<file path="src/shared/csp_pkg.sv">
package csp_pkg;

    // ***************************************************************
    // register space offsets
    // ***************************************************************
    localparam logic [7:0] CSP_ADDR_STACK_TOP    = 8'h81;
    localparam logic [7:0] CSP_ADDR_DATA_POINTER_16_LOW     = 8'h82;
    localparam logic [7:0] CSP_ADDR_DATA_POINTER_16_HIGH    = 8'h83;
    localparam logic [7:0] CSP_ADDR_STATUS_WORD  = 8'hD0;
    localparam logic [7:0] CSP_ADDR_ACCUMULATOR  = 8'hE0;

    // ***************************************************************
    // reset values
    // ***************************************************************
    localparam logic [7:0]  CSP_RST_STACK_TOP    = 8'h07;
    localparam logic [7:0]  CSP_RST_STATUS_WORD  = 8'h00;
    localparam logic [15:0] CSP_RST_DATA_POINTER_16         = 16'h0000;
    localparam logic [7:0]  CSP_RST_ACCUMULATOR  = 8'h00;
    localparam logic [7:0]  CSP_RST_RD_DATA      = 8'h00;

    // ***************************************************************
    // status word field positions
    // ***************************************************************
    localparam int CSP_BIT_CARRY   = 7;
    localparam int CSP_BIT_AUX     = 6;
    localparam int CSP_BIT_USER_A  = 5;
    localparam int CSP_BIT_BANK_HI = 4;
    localparam int CSP_BIT_BANK_LO = 3;
    localparam int CSP_BIT_OVF     = 2;
    localparam int CSP_BIT_USER_B  = 1;
    localparam int CSP_BIT_PARITY  = 0;

    // bits that software may write; parity is read-only
    localparam logic [7:0] CSP_STATUS_WR_MASK = 8'hFE;

    // ***************************************************************
    // carriers
    // ***************************************************************
    typedef struct packed {
        logic [7:0] addr;
        logic [7:0] wrData;
        logic       wr;
        logic       rd;
    } csp_sfr_req_t;

    typedef struct packed {
        logic valid;
        logic carry;
        logic aux;
        logic ovf;
    } csp_alu_flags_t;

    function automatic logic csp_odd_parity(input logic [7:0] value);
        return ^value;
    endfunction

endpackage

</file>
<file path="src/rtl/csp_stack_ram.sv">
`timescale 1ns/10ps
module csp_stack_ram import csp_pkg::*; #(
    parameter int ADDR_W = 8,
    parameter int DATA_W = 8
) (
    input  wire logic              clk_sys,
    input  wire logic              wrEn,
    input  wire logic [ADDR_W-1:0] addr,
    input  wire logic [DATA_W-1:0] wrData,
    output logic      [DATA_W-1:0] rdData
);

    logic [DATA_W-1:0] mem [0:(1<<ADDR_W)-1];
    logic [DATA_W-1:0] rdData_ff;

    // contents carry no reset; the read register has no reset either
    always_ff @(posedge clk_sys) begin
        if (wrEn) begin
            mem[addr] <= wrData;
        end
        rdData_ff <= mem[addr];
    end

    assign rdData = rdData_ff;

endmodule // csp_stack_ram

</file>
<file path="src/rtl/csp_core_regs.sv">
// The strobed register port was chosen for this implementation.
`timescale 1ns/10ps
module csp_core_regs import csp_pkg::*; #(
    parameter int STACK_ADDR_W = 8
) (
    input  wire logic           clk_sys,
    input  wire logic           rst,
    input  wire csp_sfr_req_t   sfrReq,
    output logic        [7:0]   sfrRdData,
    input  wire csp_alu_flags_t aluFlags,
    input  wire logic           accumWrEn,
    input  wire logic   [7:0]   accumWrData,
    input  wire logic           dptrLoad,
    input  wire logic   [15:0]  dptrLoadData,
    input  wire logic           pushReq,
    input  wire logic   [7:0]   pushData,
    input  wire logic           popReq,
    output logic                popValid,
    output logic        [7:0]   popData,
    output logic        [7:0]   stackTopPointer,
    output logic        [15:0]  dataPointer16,
    output logic        [7:0]   programStatusWord,
    output logic        [7:0]   accumulatorReg,
    output logic        [4:0]   bankBaseAddr
);

    // ***************************************************************
    // state
    // ***************************************************************
    typedef struct packed {
        logic [7:0]  stackTop;
        logic [15:0] data_pointer_16;
        logic [7:0]  status;
        logic [7:0]  accum;
        logic [4:0]  bankBase;
        logic [7:0]  rdData;
        logic        popValid;
    } csp_state_t;

    csp_state_t state_ff;
    csp_state_t nxt_state;

    logic                    sfrWrStack;
    logic                    sfrWrStatus;
    logic                    doPush;
    logic                    doPop;
    logic                    ramWrEn;
    logic [STACK_ADDR_W-1:0] ramAddr;
    logic [7:0]              stackInc;
    logic [7:0]              ramRdData;

    assign sfrWrStack  = sfrReq.wr && (sfrReq.addr == CSP_ADDR_STACK_TOP);
    assign sfrWrStatus = sfrReq.wr && (sfrReq.addr == CSP_ADDR_STATUS_WORD);
    // push beats pop when both arrive; the lost pop is the datapath's fault
    assign doPush      = pushReq;
    assign doPop       = popReq && !pushReq;
    assign stackInc    = state_ff.stackTop + 8'h01;

    // ***************************************************************
    // stack memory
    // ***************************************************************
    always_comb begin
        ramWrEn = doPush;
        if (doPush) begin
            ramAddr = stackInc[STACK_ADDR_W-1:0];
        end else begin
            ramAddr = state_ff.stackTop[STACK_ADDR_W-1:0];
        end
    end

    csp_stack_ram #(
        .ADDR_W (STACK_ADDR_W),
        .DATA_W (8)
    ) u_stack_ram (
        .clk_sys (clk_sys),
        .wrEn    (ramWrEn),
        .addr    (ramAddr),
        .wrData  (pushData),
        .rdData  (ramRdData)
    );

    // ***************************************************************
    // next state
    // ***************************************************************
    always_comb begin
        nxt_state = state_ff;

        // stack pointer: a software write wins over push and pop
        if (sfrWrStack) begin
            nxt_state.stackTop = sfrReq.wrData;
        end else if (doPush) begin
            nxt_state.stackTop = stackInc;
        end else if (doPop) begin
            nxt_state.stackTop = state_ff.stackTop - 8'h01;
        end
        nxt_state.popValid = doPop;

        // data pointer halves
        if (dptrLoad) begin
            nxt_state.data_pointer_16 = dptrLoadData;
        end
        if (sfrReq.wr && (sfrReq.addr == CSP_ADDR_DATA_POINTER_16_LOW)) begin
            nxt_state.data_pointer_16[7:0] = sfrReq.wrData;
        end
        if (sfrReq.wr && (sfrReq.addr == CSP_ADDR_DATA_POINTER_16_HIGH)) begin
            nxt_state.data_pointer_16[15:8] = sfrReq.wrData;
        end

        // accumulator
        if (sfrReq.wr && (sfrReq.addr == CSP_ADDR_ACCUMULATOR)) begin
            nxt_state.accum = sfrReq.wrData;
        end else if (accumWrEn) begin
            nxt_state.accum = accumWrData;
        end

        // status word; software write beats an arithmetic update
        if (sfrWrStatus) begin
            nxt_state.status = (sfrReq.wrData & CSP_STATUS_WR_MASK);
        end else if (aluFlags.valid) begin
            nxt_state.status[CSP_BIT_CARRY] = aluFlags.carry;
            nxt_state.status[CSP_BIT_AUX]   = aluFlags.aux;
            nxt_state.status[CSP_BIT_OVF]   = aluFlags.ovf;
        end
        // parity tracks the accumulator that will stand next cycle
        nxt_state.status[CSP_BIT_PARITY] = csp_odd_parity(nxt_state.accum);
        nxt_state.bankBase = {nxt_state.status[CSP_BIT_BANK_HI:CSP_BIT_BANK_LO],
                              3'h0};

        // read data stand only in the cycle after the read strobe
        nxt_state.rdData = CSP_RST_RD_DATA;
        if (sfrReq.rd) begin
            unique case (sfrReq.addr)
                CSP_ADDR_STACK_TOP:   nxt_state.rdData = state_ff.stackTop;
                CSP_ADDR_DATA_POINTER_16_LOW:    nxt_state.rdData = state_ff.data_pointer_16[7:0];
                CSP_ADDR_DATA_POINTER_16_HIGH:   nxt_state.rdData = state_ff.data_pointer_16[15:8];
                CSP_ADDR_STATUS_WORD: nxt_state.rdData = state_ff.status;
                CSP_ADDR_ACCUMULATOR: nxt_state.rdData = state_ff.accum;
                default:              nxt_state.rdData = CSP_RST_RD_DATA;
            endcase
        end
    end

    always_ff @(posedge clk_sys) begin
        if (rst) begin
            state_ff.stackTop <= CSP_RST_STACK_TOP;
            state_ff.data_pointer_16     <= CSP_RST_DATA_POINTER_16;
            state_ff.status   <= CSP_RST_STATUS_WORD;
            state_ff.accum    <= CSP_RST_ACCUMULATOR;
            state_ff.bankBase <= {CSP_RST_STATUS_WORD[CSP_BIT_BANK_HI:CSP_BIT_BANK_LO], 3'h0};
            state_ff.rdData   <= CSP_RST_RD_DATA;
            state_ff.popValid <= 1'b0;
        end else begin
            state_ff <= nxt_state;
        end
    end

    // ***************************************************************
    // outputs
    // ***************************************************************
    assign sfrRdData         = state_ff.rdData;
    assign popValid          = state_ff.popValid;
    assign popData           = ramRdData;
    assign stackTopPointer   = state_ff.stackTop;
    assign dataPointer16     = state_ff.data_pointer_16;
    assign programStatusWord = state_ff.status;
    assign accumulatorReg    = state_ff.accum;
    assign bankBaseAddr      = state_ff.bankBase;

    // ***************************************************************
    // assertions
    // ***************************************************************
    property p_pushInc;
        @(posedge clk_sys) disable iff (rst)
        pushReq && !sfrWrStack |=> stackTopPointer == $past(stackTopPointer) + 8'h01;
    endproperty
    a_pushInc: assert property (p_pushInc) else $error("push did not increment");

    property p_resetStack;
        @(posedge clk_sys) rst |=> stackTopPointer == CSP_RST_STACK_TOP;
    endproperty
    a_resetStack: assert property (p_resetStack) else $error("bad stack reset");

    property p_dptrHigh;
        @(posedge clk_sys) disable iff (rst)
        sfrReq.wr && sfrReq.addr == CSP_ADDR_DATA_POINTER_16_HIGH
            |=> dataPointer16[15:8] == $past(sfrReq.wrData);
    endproperty
    a_dptrHigh: assert property (p_dptrHigh) else $error("high byte lost");

    property p_dptrLoad;
        @(posedge clk_sys) disable iff (rst)
        dptrLoad && !sfrReq.wr |=> dataPointer16 == $past(dptrLoadData);
    endproperty
    a_dptrLoad: assert property (p_dptrLoad) else $error("pointer load lost");

    property p_carry;
        @(posedge clk_sys) disable iff (rst)
        aluFlags.valid && !sfrWrStatus
            |=> programStatusWord[CSP_BIT_CARRY] == $past(aluFlags.carry);
    endproperty
    a_carry: assert property (p_carry) else $error("carry mismatch");

    property p_aux;
        @(posedge clk_sys) disable iff (rst)
        aluFlags.valid && !sfrWrStatus
            |=> programStatusWord[CSP_BIT_AUX] == $past(aluFlags.aux);
    endproperty
    a_aux: assert property (p_aux) else $error("aux carry mismatch");

    property p_ovf;
        @(posedge clk_sys) disable iff (rst)
        aluFlags.valid && !sfrWrStatus
            |=> programStatusWord[CSP_BIT_OVF] == $past(aluFlags.ovf);
    endproperty
    a_ovf: assert property (p_ovf) else $error("overflow mismatch");

    property p_bank;
        @(posedge clk_sys) disable iff (rst)
        sfrWrStatus |=> bankBaseAddr == {$past(sfrReq.wrData[4:3]), 3'h0};
    endproperty
    a_bank: assert property (p_bank) else $error("bank base wrong");

    property p_parity;
        @(posedge clk_sys) disable iff (rst)
        programStatusWord[CSP_BIT_PARITY] == ^accumulatorReg;
    endproperty
    a_parity: assert property (p_parity) else $error("parity wrong");

    property p_userFlags;
        @(posedge clk_sys) disable iff (rst)
        !sfrWrStatus |=> $stable(programStatusWord[CSP_BIT_USER_A])
            && $stable(programStatusWord[CSP_BIT_USER_B]);
    endproperty
    a_userFlags: assert property (p_userFlags) else $error("user flag moved");

    property p_accumReset;
        @(posedge clk_sys) rst |=> accumulatorReg == CSP_RST_ACCUMULATOR;
    endproperty
    a_accumReset: assert property (p_accumReset) else $error("bad accumulator reset");

    property p_pop;
        @(posedge clk_sys) disable iff (rst)
        popReq && !pushReq && !sfrWrStack
            |=> popValid && stackTopPointer == $past(stackTopPointer) - 8'h01;
    endproperty
    a_pop: assert property (p_pop) else $error("pop misbehaved");

    property p_statusReset;
        @(posedge clk_sys) rst |=> programStatusWord == CSP_RST_STATUS_WORD;
    endproperty
    a_statusReset: assert property (p_statusReset) else $error("bad status reset");

    property p_dptrLow;
        @(posedge clk_sys) disable iff (rst)
        sfrReq.wr && sfrReq.addr == CSP_ADDR_DATA_POINTER_16_LOW
            |=> dataPointer16[7:0] == $past(sfrReq.wrData);
    endproperty
    a_dptrLow: assert property (p_dptrLow) else $error("low byte lost");

    property p_rdDptrLow;
        @(posedge clk_sys) disable iff (rst)
        sfrReq.rd && sfrReq.addr == CSP_ADDR_DATA_POINTER_16_LOW
            |=> sfrRdData == $past(dataPointer16[7:0]);
    endproperty
    a_rdDptrLow: assert property (p_rdDptrLow) else $error("low byte read wrong");

    property p_rdDptrHigh;
        @(posedge clk_sys) disable iff (rst)
        sfrReq.rd && sfrReq.addr == CSP_ADDR_DATA_POINTER_16_HIGH
            |=> sfrRdData == $past(dataPointer16[15:8]);
    endproperty
    a_rdDptrHigh: assert property (p_rdDptrHigh) else $error("high byte read wrong");

    property p_statusWrite;
        @(posedge clk_sys) disable iff (rst)
        sfrWrStatus
            |=> programStatusWord[7:1] == $past(sfrReq.wrData[7:1]);
    endproperty
    a_statusWrite: assert property (p_statusWrite) else $error("status write lost");

    property p_rdStatus;
        @(posedge clk_sys) disable iff (rst)
        sfrReq.rd && sfrReq.addr == CSP_ADDR_STATUS_WORD
            |=> sfrRdData == $past(programStatusWord);
    endproperty
    a_rdStatus: assert property (p_rdStatus) else $error("status read wrong");

    // the byte pushed just before a pop must come back from the read register
    property p_pushPop;
        @(posedge clk_sys) disable iff (rst)
        pushReq && !sfrWrStack ##1 popReq && !pushReq && !sfrWrStack
            |=> popData == $past(pushData, 2);
    endproperty
    a_pushPop: assert property (p_pushPop) else $error("pop lost pushed byte");

    property p_noPopOnPush;
        @(posedge clk_sys) disable iff (rst)
        pushReq |=> !popValid;
    endproperty
    a_noPopOnPush: assert property (p_noPopOnPush) else $error("pop beside push");

    property p_accumWrite;
        @(posedge clk_sys) disable iff (rst)
        sfrReq.wr && sfrReq.addr == CSP_ADDR_ACCUMULATOR
            |=> accumulatorReg == $past(sfrReq.wrData);
    endproperty
    a_accumWrite: assert property (p_accumWrite) else $error("accumulator write lost");

    // flags stand until the next arithmetic result or software write
    property p_flagsHold;
        @(posedge clk_sys) disable iff (rst)
        !aluFlags.valid && !sfrWrStatus |=> $stable(programStatusWord[CSP_BIT_CARRY])
            && $stable(programStatusWord[CSP_BIT_AUX]) && $stable(programStatusWord[CSP_BIT_OVF]);
    endproperty
    a_flagsHold: assert property (p_flagsHold) else $error("flag moved idle");

    property p_bankHold;
        @(posedge clk_sys) disable iff (rst)
        !sfrWrStatus |=> $stable(bankBaseAddr);
    endproperty
    a_bankHold: assert property (p_bankHold) else $error("bank moved idle");

    property p_stackHold;
        @(posedge clk_sys) disable iff (rst)
        !pushReq && !popReq && !sfrWrStack |=> $stable(stackTopPointer);
    endproperty
    a_stackHold: assert property (p_stackHold) else $error("stack pointer moved idle");

    c_pushPop: cover property (@(posedge clk_sys) disable iff (rst)
        pushReq ##1 popReq ##1 popValid);
    c_aluCarry: cover property (@(posedge clk_sys) disable iff (rst)
        aluFlags.valid && aluFlags.carry);
    c_bank3: cover property (@(posedge clk_sys) disable iff (rst) bankBaseAddr == 5'h18);
    c_readBack: cover property (@(posedge clk_sys) disable iff (rst)
        sfrReq.rd && sfrReq.addr == CSP_ADDR_STATUS_WORD);

endmodule // csp_core_regs

</file>
<file path="config.mk">
export PLATFORM = sky130hd
export DESIGN_NAME = csp_core_regs
export DESIGN_NICKNAME = d
export VERILOG_FILES = /design/src/shared/csp_pkg.sv /design/src/rtl/csp_stack_ram.sv /design/src/rtl/csp_core_regs.sv
export SDC_FILE = /design/constraint.sdc
export NUM_CORES = 2
export LEC_CHECK = 0
export BUFFER_PORTS_ARGS = -buffer_cell sky130_fd_sc_hd__buf_2
export CAP_MARGIN = 20
export CORE_ASPECT_RATIO = 0.9
export CORE_MARGIN = 2
export CORE_UTILIZATION = 30
export DETAILED_ROUTE_END_ITERATION = 10
export HOLD_SLACK_MARGIN = 0.05
export SKIP_LAST_GASP = 1
export SYNTH_ARGS = -nofsm -noshare
export SYNTH_HDL_FRONTEND = slang
export SYNTH_SLANG_ARGS = --single-unit
export TNS_END_PERCENT = 30
</file>
<file path="constraint.sdc">
create_clock -name clk_sys -period 3.67 [get_ports clk_sys]
set_clock_uncertainty 0.1 [all_clocks]
set_input_delay 0.1835 -clock clk_sys [delete_from_list [all_inputs] [get_ports clk_sys]]
set_output_delay 0.1835 -clock clk_sys [all_outputs]
set_load 0.005 [all_outputs]
</file>
==> results.py <==
metrics = {
    "detailed_routing": {
        "detail-route-antenna-nets": 0,
        "drtIter0Drc": 7057,
        "wl_per_cell_um": 23.8,
        "drt-pass1-iter-count": 6,
        "vias": 53900,
        "drcViolationCount": 0,
        "vias_per_cell": 5.15,
        "wirelength_um": 249000,
    },
    "setup_path": {
        "path_delay_family": "simple AND/OR/NAND/NOR gates",
        "startpoint": "stackTopPointer[0]",
        "path_buf_inv": 5,
        "crit_arrival_ps": 4290,
        "worstSetupPathType": "reg2reg",
        "worstReg2RegStart": "stackTopPointer[0]",
        "cp_max_fo": 25,
        "worstSetupEndpoint": "u_stack_ram.rdData[1]",
        "critPathRequiredTime_ps": 4250,
        "reg2reg_to": "u_stack_ram.rdData[1]",
        "r2r_cells": 13,
        "cpPeakStageDelay_ps": 530,
        "slowest_stage": "or4b_1",
        "regToRegSetupSlack_ps": -40,
        "crit_cells": 13,
        "end_kind": "register",
        "crit_chain": "inv_1 > ha_4 > or4b_1 > o211ai_4 > buf_12 > buf_12 > buf_4 > nand3_1 > a31oi_2 > nor4_1 > buf_4 > a22oi_2 > nand4_1",
        "cp-start-kind": "register",
    },
    "timing": {
        "layout_setup_ws_ps": -35.0,
        "final-setup-viol-count": 1,
        "hold_viol": 0,
        "period_share_pct": 101,
        "fmax_mhz": 270,
        "period_needed_ps": 3710,
        "worst-slew-pin-transition_ps": 1030,
        "drv_slew": 0,
        "timing.slew.headroom_pct": 31.6,
    },
    "clock_network": {
        "cts_buffers": 209,
        "clock_path_buffers": 3,
        "htreeDepth": 4,
        "cts_tree": "done",
        "root_buffer": "clkbuf_16",
        "tritoncts_num_sinks": 2105,
        "clkTransAtPathRegs_ps": 60,
        "clock_latency_ps": 850,
    },
    "finish": {
        "drive_above_1_share_pct": 16.9,
        "fin_area_um2": 101000,
        "num-nets-final": 6649,
        "syn2layout_area_growth_pct": 21.4,
        "fin_util_pct": 36.5,
    },
    "yosys": {
        "synth_commonest_cells": "edfxtp_1 (2,048), nand2_1 (1,542), nand3_1 (519)",
        "synthTopCellsByArea": "edfxtp_1 (74%), nand2_1 (7.0%), mux2i_1 (3.3%)",
        "synth_enable_flop_cells": 2048,
        "yosys_warnings": 0,
        "post-synth-top-area-cell": "edfxtp_1",
        "syn-cell-area_um2": 83000,
        "yosysTopAreaCellShare_pct": 74.1,
        "synth_ff_type": "edfxtp_1",
        "synth.avg_cell_area_um2": 13.9,
        "async_flop_share_pct": 0,
        "yosysMostFrequentCell": "edfxtp_1",
        "ys_types": 58,
        "syn_inst": 5959,
        "ys_ff_latch": 2105,
        "yosysSeqAreaShare_pct": 75.5,
    },
    "pwr": {
        "pwr_density_cell_nw_per_um2": 573,
        "ir_worst_vdd_mv": 0.424,
        "p_leak_nw": 33.7,
    },
    "floorplanning": {
        "die_w_um": 558,
        "io_pins": 122,
        "fp-row-count": 183,
        "core_um2": 276000,
        "die_area_um2": 281000,
        "start_util_pct": 30.1,
        "die_height_um": 503,
    },
    "place": {
        "placed_cell_area_um2": 91800,
        "place.gp.congestion": 0.910,
        "portBuffers": 118,
        "dp_hpwl_um": 151000,
    },
    "outcome": {
        "outcome": "complete, but fails checks",
        "violations": "negative setup slack",
    },
    "grt": {
        "grt_pass1_vias": 50800,
        "grt_usage_pct": 17.0,
        "grt_max_degree": 112,
        "overflow": 0,
        "antenna_found_initial": 13,
        "grt_pass1_wl_um": 354000,
    },
    "min_path": {
        "min_path_cells": 5,
        "hold_path_class": "in2reg",
    },
    "job": {
        "maxCapViolations": 0,
    },
}
[worst reg2reg max path, cell delays in order, from the launching register on]
cell and delay, ps:
dfxtp_1 390, inv_1 110, ha_4 280, or4b_1 530, o211ai_4 160, buf_12 240, buf_12 240, buf_4 200
nand3_1 130, a31oi_2 270, nor4_1 110, buf_4 160, a22oi_2 440, nand4_1 180
[routing by layer]
metal | GRT usage, % | vias to the layer above | wire length, um
met5 | 0 | - | 27
met4 | 5.84 | 4 | 9530
met3 | 2.79 | 403 | 23500
met2 | 25.9 | 2852 | 111000
met1 | 24.4 | 27000 | 105000
li1 | - | 23600 | -
[kinds of logic after synthesis]
kind of cell,share of synthesized area (%)
buffers and inverters,2.25
multiplexers,4.00
XOR/XNOR,0.262
AND/OR/NAND/NOR,12.5
flip-flops,75.5
adder cells (fa/ha/maj),0.0301
AO/OA/AOI/OAI,5.46
other,0.00452
[sequential cells by signal, summed over array words and instances, names as in the netlist]
name	cells
sfrRdData	8
u_stack_ram.mem	2048
programStatusWord	8
u_stack_ram.rdData	8
popValid	1
accumulatorReg	8
dataPointer16	16
stackTopPointer	8
[worst min-delay path by stage]
stage,startpoint,to
6_report,sfrReq[13],sfrRdData[2]
5_1_grt,sfrReq[12],sfrRdData[2]
4_1_cts,sfrReq[12],sfrRdData[3]
3_5_place_dp,programStatusWord[5],programStatusWord[5]
3_3_place_gp,programStatusWord[3],programStatusWord[3]
2_1_floorplan,pushData[0],u_stack_ram.mem[0][0]
[cells in the final DEF, fill, tap and decap left out, types with 40 or more instances in the layout]
cell / instances
a31oi_1: 223
a32oi_1: 242
buf_12: 77
buf_2: 110
buf_4: 494
clkbuf_16: 219
clkinv_1: 40
clkinv_2: 46
dfxtp_1: 57
dlygate4sd3_1: 114
edfxtp_1: 2048
mux2i_1: 271
nand2_1: 1535
nand3_1: 510
nor2_1: 302
nor4_1: 44
[area by class of cell]
| cell class | instances | area (um^2) |
|---|---|---|
| multi-input combinational | 3443 | 19000 |
| antenna | 7 | 17.5 |
| clock buffer | 254 | 5480 |
| fill | 26100 | 175000 |
| timing repair buffer | 823 | 7520 |
| sequential | 2105 | 62600 |
| tap | 3700 | 4630 |
| inverter | 5 | 18.8 |
| clock inverter | 136 | 1450 |
[report_power, final]
part	switching, mW	internal [mW]
combinational	6.27	3.10
clock	9.32	12.3
sequential	0.215	26.5
[repair_timing]
item                       4_1_cts  5_1_grt
gates cloned                     2        8
pin swaps                        4       11
resized for setup               38       37
hold buffers                   114        0
hold endpoints to repair       867        0
setup endpoints to repair        8       63
buffers inserted                 4       13
[per-stage QoR]
step / setup TNS (ps) / power, mW / hold slack, ps / worst slack (ps) / instances
global route: -29.6 / 59.3 / 146 / -29.6 / 10500
CTS: -200 / 57.6 / 77.5 / -49.9 / 10400
floorplan: 0 / 31.4 / 182 / 764 / 5961
global placement: -2370 / 35.8 / 384 / -376 / 9936
detailed placement: -2410 / 35.9 / 390 / -374 / 9936
finish: -35.0 / 57.7 / 161 / -35.0 / 10500
Power figures use the tool's default switching activity.
